**src/pdt_pkg.sv**
```systemverilog
/*
 * pdt_pkg: constants and types for the prescaled 8-bit down timer.
 * assumes: APB with 32-bit data, byte addresses, 100 MHz clock.
 */
package pdt_pkg;
    // register byte addresses
    localparam logic [7:0] PDT_PSC_ADDR = 8'hD2;
    localparam logic [7:0] PDT_CNT_ADDR = 8'hD3;
    localparam logic [7:0] PDT_CTL_ADDR = 8'hD4;
    localparam logic [7:0] PDT_IST_ADDR = 8'hD8;
    localparam logic [7:0] PDT_IMK_ADDR = 8'hDC;
    // control field positions
    localparam int PDT_ZF_BIT = 7;
    localparam int PDT_IE_BIT = 6;
    localparam int PDT_PO_BIT = 5;
    localparam int PDT_DO_BIT = 4;
    localparam int PDT_PI_BIT = 3;
    // reset values
    localparam logic [7:0] PDT_CNT_RST = 8'hFF;
    localparam logic [6:0] PDT_PSC_RST = 7'h7F;
    localparam logic [7:0] PDT_CTL_RST = 8'h00;
    // timing
    localparam int PDT_INT_DIV = 12;
    localparam logic [3:0] PDT_DIV_LAST = 4'(PDT_INT_DIV - 1);

    typedef enum logic [1:0] {
        PDT_MODE_EVENT = 2'b00,
        PDT_MODE_GATED = 2'b01,
        PDT_MODE_OUT0 = 2'b10,
        PDT_MODE_OUT1 = 2'b11
    } pdt_mode_type;

    typedef struct packed {
        logic zero_flag;
        logic zero_irq_enable;
        logic pin_output_select;
        logic data_out;
        logic prescaler_init;
        logic [2:0] div_select;
    } pdt_ctl_type;

    typedef struct packed {
        logic psel;
        logic penable;
        logic pwrite;
        logic [7:0] paddr;
        logic [31:0] pwdata;
    } pdt_apb_req_type;
endpackage : pdt_pkg

```
**src/pdt_timer.sv**
```systemverilog
/*
 * pdt_timer: 8-bit down counter behind a 7-bit prescaler, APB slave.
 * assumes: one 100 MHz clock, timer pin synchronous to it.
 */
`timescale 1ns/1ps
module pdt_timer (
    input wire logic i_mclk, // system clock
    input wire logic i_rst_n, // async reset, active low
    input wire pdt_pkg::pdt_apb_req_type i_apb, // apb request
    output logic [31:0] o_prdata, // apb read data
    output logic o_pready, // apb ready
    output logic o_pslverr, // apb error
    input wire logic i_timer_pin, // timer pin input level
    output logic o_timer_pin, // timer pin drive level
    output logic o_timer_pin_oe, // timer pin output enable
    output logic o_zero_irq, // timer request, also wake-up
    output logic o_irq // masked sticky event interrupt
);
    import pdt_pkg::*;

    pdt_ctl_type ctl_ff, nxt_ctl;
    logic [7:0] cnt_ff, nxt_cnt;
    logic [6:0] psc_ff, nxt_psc;
    logic [3:0] div_ff, nxt_div;
    logic pin_ff, nxt_pin;
    logic tap_ff, nxt_tap;
    logic pout_ff, nxt_pout;
    logic poe_ff, nxt_poe;
    logic zirq_ff, nxt_zirq;
    logic [1:0] ist_ff, nxt_ist;
    logic [1:0] imk_ff, nxt_imk;
    logic irq_ff, nxt_irq;
    logic [31:0] rd_ff, nxt_rd;
    logic rdy_ff, nxt_rdy;
    logic err_ff, nxt_err;

    pdt_mode_type mode;
    logic div_tick, ps_in, ps_step, tap, tap_rise, dec_zero, cnt_wr;
    logic acc, wr, rd, mapped;

    // selects the tap for a division of 2^sel
    function automatic logic tap_sel(input logic [2:0] sel,
                                     input logic [6:0] psc,
                                     input logic pin);
        if (sel == 3'h0) begin
            tap_sel = pin;
        end else begin
            tap_sel = psc[sel - 3'h1];
        end
    endfunction : tap_sel

    always_comb begin
        mode = pdt_mode_type'({ctl_ff.pin_output_select,
                               ctl_ff.data_out});
        div_tick = (div_ff == PDT_DIV_LAST);
        acc = i_apb.psel && i_apb.penable;
        wr = acc && i_apb.pwrite;
        rd = acc && !i_apb.pwrite;
        mapped = (i_apb.paddr == PDT_PSC_ADDR)
            || (i_apb.paddr == PDT_CNT_ADDR)
            || (i_apb.paddr == PDT_CTL_ADDR)
            || (i_apb.paddr == PDT_IST_ADDR)
            || (i_apb.paddr == PDT_IMK_ADDR);
        // prescaler input pulse, clock/12 or pin edge
        case (mode)
            PDT_MODE_EVENT: ps_in = i_timer_pin && !pin_ff;
            PDT_MODE_GATED: ps_in = div_tick && i_timer_pin;
            PDT_MODE_OUT0, PDT_MODE_OUT1: ps_in = div_tick;
            default: ps_in = 1'b0;
        endcase
        ps_step = ps_in && ctl_ff.prescaler_init;
        nxt_psc = psc_ff;
        if (!ctl_ff.prescaler_init) begin
            nxt_psc = PDT_PSC_RST;
        end else if (wr && i_apb.paddr == PDT_PSC_ADDR) begin
            nxt_psc = i_apb.pwdata[6:0];
        end else if (ps_step) begin
            nxt_psc = psc_ff - 7'h01;
        end
        // tap follows the prescaler output of the selected stage
        tap = tap_sel(ctl_ff.div_select, nxt_psc, ps_step);
        nxt_tap = ctl_ff.prescaler_init ? tap : 1'b0;
        tap_rise = ctl_ff.prescaler_init && (ctl_ff.div_select == 3'h0
            ? ps_step : (tap && !tap_ff));
        cnt_wr = wr && i_apb.paddr == PDT_CNT_ADDR;
        nxt_cnt = cnt_ff;
        dec_zero = 1'b0;
        if (cnt_wr) begin
            nxt_cnt = i_apb.pwdata[7:0];
        end else if (tap_rise) begin
            nxt_cnt = cnt_ff - 8'h01;
            dec_zero = (cnt_ff == 8'h01);
        end
        nxt_ctl = ctl_ff;
        if (wr && i_apb.paddr == PDT_CTL_ADDR) begin
            nxt_ctl = pdt_ctl_type'(i_apb.pwdata[7:0]);
        end
        if (dec_zero || (cnt_wr && i_apb.pwdata[7:0] == 8'h00)) begin
            nxt_ctl.zero_flag = 1'b1;
        end
        nxt_div = div_tick ? 4'h0 : div_ff + 4'h1;
        nxt_pin = i_timer_pin;
        nxt_poe = nxt_ctl.pin_output_select;
        // transparent while flag high, holds otherwise
        nxt_pout = nxt_ctl.zero_flag ? nxt_ctl.data_out : pout_ff;
        nxt_zirq = nxt_ctl.zero_flag && nxt_ctl.zero_irq_enable;
        // sticky events: bit0 zero flag rise, bit1 count wrap
        nxt_ist = ist_ff;
        if (rd && i_apb.paddr == PDT_IST_ADDR) begin
            nxt_ist = 2'b00;
        end
        if (nxt_ctl.zero_flag && !ctl_ff.zero_flag) begin
            nxt_ist[0] = 1'b1;
        end
        if (tap_rise && !cnt_wr && cnt_ff == 8'h00) begin
            nxt_ist[1] = 1'b1;
        end
        nxt_imk = imk_ff;
        if (wr && i_apb.paddr == PDT_IMK_ADDR) begin
            nxt_imk = i_apb.pwdata[1:0];
        end
        nxt_irq = |(nxt_ist & nxt_imk);
        nxt_rdy = i_apb.psel && !i_apb.penable;
        nxt_err = i_apb.psel && !i_apb.penable && !mapped;
        nxt_rd = 32'h0000_0000;
        if (i_apb.psel && !i_apb.penable && !i_apb.pwrite) begin
            case (i_apb.paddr)
                PDT_PSC_ADDR: nxt_rd = {25'h0, psc_ff};
                PDT_CNT_ADDR: nxt_rd = {24'h0, cnt_ff};
                PDT_CTL_ADDR: nxt_rd = {24'h0, ctl_ff};
                PDT_IST_ADDR: nxt_rd = {30'h0, ist_ff};
                PDT_IMK_ADDR: nxt_rd = {30'h0, imk_ff};
                default: nxt_rd = 32'h0000_0000;
            endcase
        end
    end

    // prescaler, divider and edge history
    always_ff @(posedge i_mclk or negedge i_rst_n) begin
        if (!i_rst_n) begin
            psc_ff <= PDT_PSC_RST;
            div_ff <= 4'h0;
            pin_ff <= 1'b0;
            tap_ff <= 1'b0;
        end else begin
            psc_ff <= nxt_psc;
            div_ff <= nxt_div;
            pin_ff <= nxt_pin;
            tap_ff <= nxt_tap;
        end
    end

    // count register
    always_ff @(posedge i_mclk or negedge i_rst_n) begin
        if (!i_rst_n) begin
            cnt_ff <= PDT_CNT_RST;
        end else begin
            cnt_ff <= nxt_cnt;
        end
    end

    // control, pin drive and timer request
    always_ff @(posedge i_mclk or negedge i_rst_n) begin
        if (!i_rst_n) begin
            ctl_ff <= pdt_ctl_type'(PDT_CTL_RST);
            pout_ff <= 1'b0;
            poe_ff <= 1'b0;
            zirq_ff <= 1'b0;
        end else begin
            ctl_ff <= nxt_ctl;
            pout_ff <= nxt_pout;
            poe_ff <= nxt_poe;
            zirq_ff <= nxt_zirq;
        end
    end

    // event status, mask and interrupt
    always_ff @(posedge i_mclk or negedge i_rst_n) begin
        if (!i_rst_n) begin
            ist_ff <= 2'b00;
            imk_ff <= 2'b00;
            irq_ff <= 1'b0;
        end else begin
            ist_ff <= nxt_ist;
            imk_ff <= nxt_imk;
            irq_ff <= nxt_irq;
        end
    end

    // bus answer
    always_ff @(posedge i_mclk or negedge i_rst_n) begin
        if (!i_rst_n) begin
            rd_ff <= 32'h0000_0000;
            rdy_ff <= 1'b0;
            err_ff <= 1'b0;
        end else begin
            rd_ff <= nxt_rd;
            rdy_ff <= nxt_rdy;
            err_ff <= nxt_err;
        end
    end

    assign o_prdata = rd_ff;
    assign o_pready = rdy_ff;
    assign o_pslverr = err_ff;
    assign o_timer_pin = pout_ff;
    assign o_timer_pin_oe = poe_ff;
    assign o_zero_irq = zirq_ff;
    assign o_irq = irq_ff;

    // decoded strobes for the checks below
    logic psc_wr, ctl_wr, setup;
    assign psc_wr = wr && (i_apb.paddr == PDT_PSC_ADDR);
    assign ctl_wr = wr && (i_apb.paddr == PDT_CTL_ADDR);
    assign setup = i_apb.psel && !i_apb.penable;
    stopped_hold_a:
    assert property (@(posedge i_mclk) disable iff (!i_rst_n)
        !ctl_ff.prescaler_init |=> psc_ff == PDT_PSC_RST)
        else $error("prescaler not held while stopped");
    count_frozen_a:
    assert property (@(posedge i_mclk) disable iff (!i_rst_n)
        !ctl_ff.prescaler_init && !cnt_wr |=> $stable(cnt_ff))
        else $error("count moved while stopped");
    psc_load_a:
    assert property (@(posedge i_mclk) disable iff (!i_rst_n)
        ctl_ff.prescaler_init && psc_wr
        |=> psc_ff == $past(i_apb.pwdata[6:0]))
        else $error("prescaler load lost");
    psc_step_a:
    assert property (@(posedge i_mclk) disable iff (!i_rst_n)
        ctl_ff.prescaler_init && ps_in && !psc_wr
        |=> psc_ff == $past(psc_ff) - 7'h01)
        else $error("prescaler did not step");
    psc_idle_a:
    assert property (@(posedge i_mclk) disable iff (!i_rst_n)
        ctl_ff.prescaler_init && !ps_in && !psc_wr
        |=> $stable(psc_ff))
        else $error("prescaler stepped without input");
    div_wrap_a:
    assert property (@(posedge i_mclk) disable iff (!i_rst_n)
        div_ff == PDT_DIV_LAST |=> div_ff == 4'h0)
        else $error("clock divider did not wrap");
    div_count_a:
    assert property (@(posedge i_mclk) disable iff (!i_rst_n)
        div_ff != PDT_DIV_LAST |=> div_ff == $past(div_ff) + 4'h1)
        else $error("clock divider did not count");
    event_edge_a:
    assert property (@(posedge i_mclk) disable iff (!i_rst_n)
        mode == PDT_MODE_EVENT && ctl_ff.prescaler_init && !psc_wr
        && i_timer_pin && !pin_ff |=> psc_ff == $past(psc_ff) - 7'h01)
        else $error("pin edge not counted");
    event_still_a:
    assert property (@(posedge i_mclk) disable iff (!i_rst_n)
        mode == PDT_MODE_EVENT && ctl_ff.prescaler_init && !psc_wr
        && !(i_timer_pin && !pin_ff) |=> $stable(psc_ff))
        else $error("event prescaler moved without edge");
    gated_high_a:
    assert property (@(posedge i_mclk) disable iff (!i_rst_n)
        mode == PDT_MODE_GATED && ctl_ff.prescaler_init && !psc_wr
        && i_timer_pin && div_tick |=> psc_ff == $past(psc_ff) - 7'h01)
        else $error("gated prescaler did not step");
    gated_low_a:
    assert property (@(posedge i_mclk) disable iff (!i_rst_n)
        mode == PDT_MODE_GATED && ctl_ff.prescaler_init && !psc_wr
        && !i_timer_pin |=> $stable(psc_ff))
        else $error("gated prescaler moved");
    out_rate_a:
    assert property (@(posedge i_mclk) disable iff (!i_rst_n)
        ctl_ff.pin_output_select && ctl_ff.prescaler_init && !psc_wr
        && !div_tick |=> $stable(psc_ff))
        else $error("output mode prescaler off rate");
    tap_one_a:
    assert property (@(posedge i_mclk) disable iff (!i_rst_n)
        ctl_ff.prescaler_init && ctl_ff.div_select == 3'h0 && ps_in
        && !cnt_wr |=> cnt_ff == $past(cnt_ff) - 8'h01)
        else $error("divide by one missed a step");
    tap_none_a:
    assert property (@(posedge i_mclk) disable iff (!i_rst_n)
        !tap_rise && !cnt_wr |=> $stable(cnt_ff))
        else $error("count moved without tap");
    zero_sets_a:
    assert property (@(posedge i_mclk) disable iff (!i_rst_n)
        tap_rise && !cnt_wr && cnt_ff == 8'h01
        |=> ctl_ff.zero_flag && cnt_ff == 8'h00)
        else $error("flag not set at zero");
    write_wins_a:
    assert property (@(posedge i_mclk) disable iff (!i_rst_n)
        cnt_wr |=> cnt_ff == $past(i_apb.pwdata[7:0]))
        else $error("count write lost");
    write_noflag_a:
    assert property (@(posedge i_mclk) disable iff (!i_rst_n)
        cnt_wr && i_apb.pwdata[7:0] != 8'h00 && !ctl_ff.zero_flag
        |=> !ctl_ff.zero_flag)
        else $error("flag set during count write");
    wrap_ff_a:
    assert property (@(posedge i_mclk) disable iff (!i_rst_n)
        tap_rise && !cnt_wr && cnt_ff == 8'h00 |=> cnt_ff == 8'hFF)
        else $error("count did not wrap");
    zero_write_a:
    assert property (@(posedge i_mclk) disable iff (!i_rst_n)
        cnt_wr && i_apb.pwdata[7:0] == 8'h00 |=> ctl_ff.zero_flag)
        else $error("zero write left flag clear");
    bit7_write_a:
    assert property (@(posedge i_mclk) disable iff (!i_rst_n)
        ctl_wr && i_apb.pwdata[PDT_ZF_BIT] |=> ctl_ff.zero_flag)
        else $error("flag write left flag clear");
    flag_hold_a:
    assert property (@(posedge i_mclk) disable iff (!i_rst_n)
        ctl_ff.zero_flag && !ctl_wr |=> ctl_ff.zero_flag)
        else $error("flag cleared without software");
    ctl_write_a:
    assert property (@(posedge i_mclk) disable iff (!i_rst_n)
        ctl_wr |=> ctl_ff[6:0] == $past(i_apb.pwdata[6:0]))
        else $error("control write lost");
    irq_level_a:
    assert property (@(posedge i_mclk) disable iff (!i_rst_n)
        o_zero_irq == (ctl_ff.zero_flag && ctl_ff.zero_irq_enable))
        else $error("zero request wrong");
    irq_wake_a:
    assert property (@(posedge i_mclk) disable iff (!i_rst_n)
        $rose(ctl_ff.zero_flag) && ctl_ff.zero_irq_enable
        |-> o_zero_irq)
        else $error("wake-up request missing");
    oe_mode_a:
    assert property (@(posedge i_mclk) disable iff (!i_rst_n)
        o_timer_pin_oe == ctl_ff.pin_output_select)
        else $error("pin direction wrong");
    latch_copy_a:
    assert property (@(posedge i_mclk) disable iff (!i_rst_n)
        ctl_ff.zero_flag |-> o_timer_pin == ctl_ff.data_out)
        else $error("output latch not transparent");
    latch_hold_a:
    assert property (@(posedge i_mclk) disable iff (!i_rst_n)
        !ctl_ff.zero_flag ##1 !ctl_ff.zero_flag |-> $stable(o_timer_pin))
        else $error("output latch not holding");
    rd_cnt_a:
    assert property (@(posedge i_mclk) disable iff (!i_rst_n)
        setup && !i_apb.pwrite && i_apb.paddr == PDT_CNT_ADDR
        |=> o_prdata == {24'h0, $past(cnt_ff)})
        else $error("count read not live");
    rd_psc_a:
    assert property (@(posedge i_mclk) disable iff (!i_rst_n)
        setup && !i_apb.pwrite && i_apb.paddr == PDT_PSC_ADDR
        |=> o_prdata == {25'h0, $past(psc_ff)})
        else $error("prescaler read not live");
    rd_ctl_a:
    assert property (@(posedge i_mclk) disable iff (!i_rst_n)
        setup && !i_apb.pwrite && i_apb.paddr == PDT_CTL_ADDR
        |=> o_prdata == {24'h0, $past(ctl_ff)})
        else $error("control read wrong");
    ready_pulse_a:
    assert property (@(posedge i_mclk) disable iff (!i_rst_n)
        o_pready |=> !o_pready)
        else $error("ready longer than one cycle");
    err_flag_a:
    assert property (@(posedge i_mclk) disable iff (!i_rst_n)
        setup && !mapped |=> o_pslverr && o_pready)
        else $error("unmapped access not refused");
    flag_event_a:
    assert property (@(posedge i_mclk) disable iff (!i_rst_n)
        $rose(ctl_ff.zero_flag) |-> ist_ff[0])
        else $error("flag event not recorded");
    wrap_event_a:
    assert property (@(posedge i_mclk) disable iff (!i_rst_n)
        tap_rise && !cnt_wr && cnt_ff == 8'h00 |=> ist_ff[1])
        else $error("wrap event not recorded");
    irq_mask_a:
    assert property (@(posedge i_mclk) disable iff (!i_rst_n)
        o_irq == |(ist_ff & imk_ff))
        else $error("masked interrupt wrong");
endmodule : pdt_timer

```
**config.mk**
```make
export PLATFORM = sky130hd
export DESIGN_NAME = pdt_timer
export DESIGN_NICKNAME = d
export VERILOG_FILES = /design/src/pdt_pkg.sv /design/src/pdt_timer.sv
export SDC_FILE = /design/constraint.sdc
export NUM_CORES = 1
export LEC_CHECK = 0
export ABC_CLOCK_PERIOD_IN_PS = 8960
export BUFFER_PORTS_ARGS = -buffer_cell sky130_fd_sc_hd__clkbuf_2
export CORE_ASPECT_RATIO = 1.4
export CORE_MARGIN = 1
export CORE_UTILIZATION = 50
export DETAILED_ROUTE_END_ITERATION = 10
export GPL_TIMING_DRIVEN = 0
export PLACE_DENSITY = 0.82
export SYNTH_ARGS = -nofsm -noshare
export SYNTH_HDL_FRONTEND = slang
export SYNTH_SLANG_ARGS = --single-unit
```
**constraint.sdc**
```tcl
create_clock -name i_mclk -period 8.96 [get_ports i_mclk]
set_input_delay 2.24 -clock i_mclk [delete_from_list [all_inputs] [get_ports i_mclk]]
set_output_delay 2.24 -clock i_mclk [all_outputs]
set_load 0.1 [all_outputs]
```
==> impl_metrics.env <==
export IMPL_outcome="complete, no violations"
export IMPL_r2r_cells=13
export IMPL_endpoint_kind="flop"
export IMPL_comb_power_share=0.228
export IMPL_grt_antenna_before_repair=0
export IMPL_die_h_um=93.62
export IMPL_ff_latch_area_um2=1170
export IMPL_irDropWorstVdd_v=0.00006893
export IMPL_ys_seq_area_frac=0.3902
export IMPL_crit_buf_inv=3
export IMPL_dp_hpwl_um=5299
export IMPL_n_fill_cell=521
export IMPL_worstSetupPathType="input port to flop"
export IMPL_crit_slowest_cell="a211oi_1"
export IMPL_track_usage=0.2338
export IMPL_grt_pass1_vias=2445
export IMPL_r2r_slack_ns=5.31
export IMPL_maxSlewHeadroom=0.2540
export IMPL_worst_slew_pin_slew_ns=1.119
export IMPL_grt_ovfl_total=0
export IMPL_grt_max_degree=47
export IMPL_crit_start="i_apb[32]"
export IMPL_yosysTopAreaCell="dfrtp_1"
export IMPL_setup_slack_ns=4.299
export IMPL_num_vias=2601
export IMPL_ctsHoldBuffers=0
export IMPL_ys_ff_latch=46
export IMPL_p_sw_uw=153.6
export IMPL_final_common_cell="nor2_1"
export IMPL_final_setup_tns_ns=0
export IMPL_slew_violations=0
export IMPL_rsz0062_at_grt="false"
export IMPL_num_io_pins=84
export IMPL_worstPathRequired_ns=9.15
export IMPL_n_antenna_cell=0
export IMPL_clk_latency_ns=0.30
export IMPL_multiInputGateArea_um2=1639
export IMPL_drt_wl_total_um=7035
export IMPL_cp_top_family="compound AO/OA/AOI/OAI gates"
export IMPL_portBuffers=34
export IMPL_numCtsBuffers=5
export IMPL_synth_top_cell_area_share=0.2588
export IMPL_ys_top_cells_by_area="dfrtp_1, dfstp_2, buf_4"
export IMPL_clock_fmax_mhz=214.5
export IMPL_drtIter0Drc=197
export IMPL_core_area_um2=5822
export IMPL_floorplan_initialDensity=0.5149
export IMPL_floorplan_rows=33
export IMPL_pre_cts_ws_ns=4.095
export IMPL_die_area_um2=6314
export IMPL_setup_violations=0
export IMPL_cts_buffer_depth=2
export IMPL_drv_cap=0
export IMPL_finalHoldViolCount=0
export IMPL_finalCritPeriodShare=0.5202
export IMPL_fp_dieW_um=67.44
export IMPL_cts_root_buffer="clkbuf_8"
export IMPL_p_leak_uw=0.001616
export IMPL_p_per_area_nw_per_um2=133.6
export IMPL_syn_inst=328
export IMPL_cts_clk_slew_worst_paths_ns=0.08
export IMPL_path_max_fanout=8
export IMPL_ys_warn_count=0
export IMPL_p_total_uw=458.6
export IMPL_yosysUniqueCellTypes=58
export IMPL_viasPerCell=5.618
export IMPL_fin_worst_skew_ns=0.006066
export IMPL_post_route_drc_count=0
export IMPL_drive_gt1_frac=0.2672
export IMPL_cp_cell_sequence="clkbuf_2, and4b_1, and3_1, buf_2, o311a_4, a221oi_4, nand2b_1, a211oi_1, nor2_1, inv_1, mux2_2"
export IMPL_r2r_end="o_timer_pin"
export IMPL_hp_class="flop to flop"
export IMPL_clkSinkCount=46
export IMPL_p_seq_frac=0.486
export IMPL_worstPathArrival_ns=4.85
export IMPL_antenna_left=0
export IMPL_cellInternalPower_uw=305.0
export IMPL_dr_pass1_iters=6
export IMPL_switching_share=0.3349
export IMPL_synth_edf_count=0
export IMPL_layout_nets=444
export IMPL_slowest_delay_ns=0.42
export IMPL_synthArstFlopShare=1.000
export IMPL_crit_end="o_timer_pin"
export IMPL_post_cts_resized=0
export IMPL_start_kind="input port"
export IMPL_grt_pass1_wl_um=11050
export IMPL_globalplace_congestion=0.9516
export IMPL_synth_area_um2=2998
export IMPL_synth_top_flop_cell="dfrtp_1"
export IMPL_cts_htree_levels=2
export IMPL_layout_common_cells="nor2_1, clkbuf_2, nand2_1, dfrtp_1"
export IMPL_post_cts_setup_buffer_count=0
export IMPL_tritoncts="built"
export IMPL_timing_rr_start="ctl_ff[0]"
export IMPL_min_period_ns=4.661
export IMPL_path_depth=11
export IMPL_syn_avg_cell_area_um2=9.140
export IMPL_area_growth_pct=14.48
export IMPL_clkPwrFrac=0.286
export IMPL_wl_per_cell_um=15.19
-- final cells by class --
cell class | count | area share
multi-input cells | 258 | 0.4776
flip-flops and latches | 46 | 0.3409
plain buffers | 37 | 0.06927
repair buffers | 34 | 0.04958
clock buffers | 8 | 0.02625
well taps | 70 | 0.02552
inverters | 10 | 0.01094
-- metrics by stage --
| stage | cells | utilization | hold WS (ns) | area, um2 |
|---|---|---|---|---|
| after floorplan | 351 | - | 0.4313 | 3084 |
| after global placement | 455 | 0.5740 | 0.4491 | 3342 |
| after detailed placement | 455 | 0.5740 | 0.4593 | 3342 |
| after CTS | 463 | 0.5895 | 0.4702 | 3432 |
| after global routing | 463 | 0.5895 | 0.5048 | 3432 |
| final | 463 | 0.5895 | 0.4649 | 3432 |
-- how the worst min path moves through the flow --
| stage | startpoint | end | slack [ns] | depth (start not counted) |
|---|---|---|---|---|
| 3_5_place_dp | div_ff[0] | div_ff[0] | 0.46 | 1 |
| 5_1_grt | div_ff[0] | div_ff[0] | 0.50 | 1 |
| 4_1_cts | div_ff[0] | div_ff[0] | 0.47 | 1 |
| 6_report | div_ff[0] | div_ff[0] | 0.46 | 1 |
| 3_3_place_gp | div_ff[0] | div_ff[0] | 0.45 | 1 |
| 2_1_floorplan | div_ff[0] | div_ff[0] | 0.43 | 1 |
-- cells in the mapped netlist (all sizes together) (3+ instances only) --
library cell and count:
mux2 16, or3 3, a21oi 7, clkbuf 11, a31oi 10, ha 6
nor4 4, xnor2 4, nor2b 6, o211a 3, nor3 8, nand2b 8
xor2 3, nand2 31, and2 3, dfstp 15, mux2i 5, dfrtp 31
inv 10, buf 26, o31ai 3, o21ai 19, a211oi 3, nor2 37
a22oi 7, and3 5, nand3 8
-- power by group through the flow --
stage | sequential (uW) | clock, uW | combinational, uW
global placement | 226 | 0 | 103
CTS | 222 | 133 | 104
finish | 223 | 131 | 104
detailed placement | 226 | 0 | 104
global route | 223 | 142 | 112
floorplan | 229 | 0 | 80.0
-- kinds of logic after synthesis --
logic type,count (synthesis),synth area share
buffers and inverters,47,0.09182
flip-flops,46,0.3902
AND/OR/NAND/NOR,133,0.2291
other,1,0.001251
adder cells (fa/ha/maj),6,0.02504
AO/OA/AOI/OAI,67,0.1653
multiplexers,21,0.07679
XOR/XNOR,7,0.02045
-- per-layer routing --
layer | GRT usage | wire, um
met5 | 0 | 0
met2 | 0.4125 | 3677
met4 | 0.1383 | 290
met1 | 0.2538 | 2699
met3 | 0.03537 | 367
-- state kept, by name, summed over array words and instances (netlist names) --
register and cells:
ctl_ff 7, cnt_ff 8, o_zero_irq 1, o_timer_pin 1
o_pready 1, o_pslverr 1, ist_ff 2, div_ff 4
pin_ff 1, o_timer_pin_oe 1, psc_ff 7, imk_ff 2
o_irq 1, o_prdata 8, tap_ff 1
-- worst reg2reg max path: stages (launching register included) --
cell and delay (ns):
dfrtp_1 0.32, clkbuf_1 0.36, inv_1 0.12, ha_1 0.30, clkbuf_1 0.40, nor2b_1 0.32, nand2_1 0.09, a21o_1 0.16
a31oi_1 0.29, nor2_1 0.13, a211oi_1 0.45, nor2_1 0.13, inv_1 0.12, mux2_2 0.34
No activity file was read; power rests on OpenSTA's default activity.
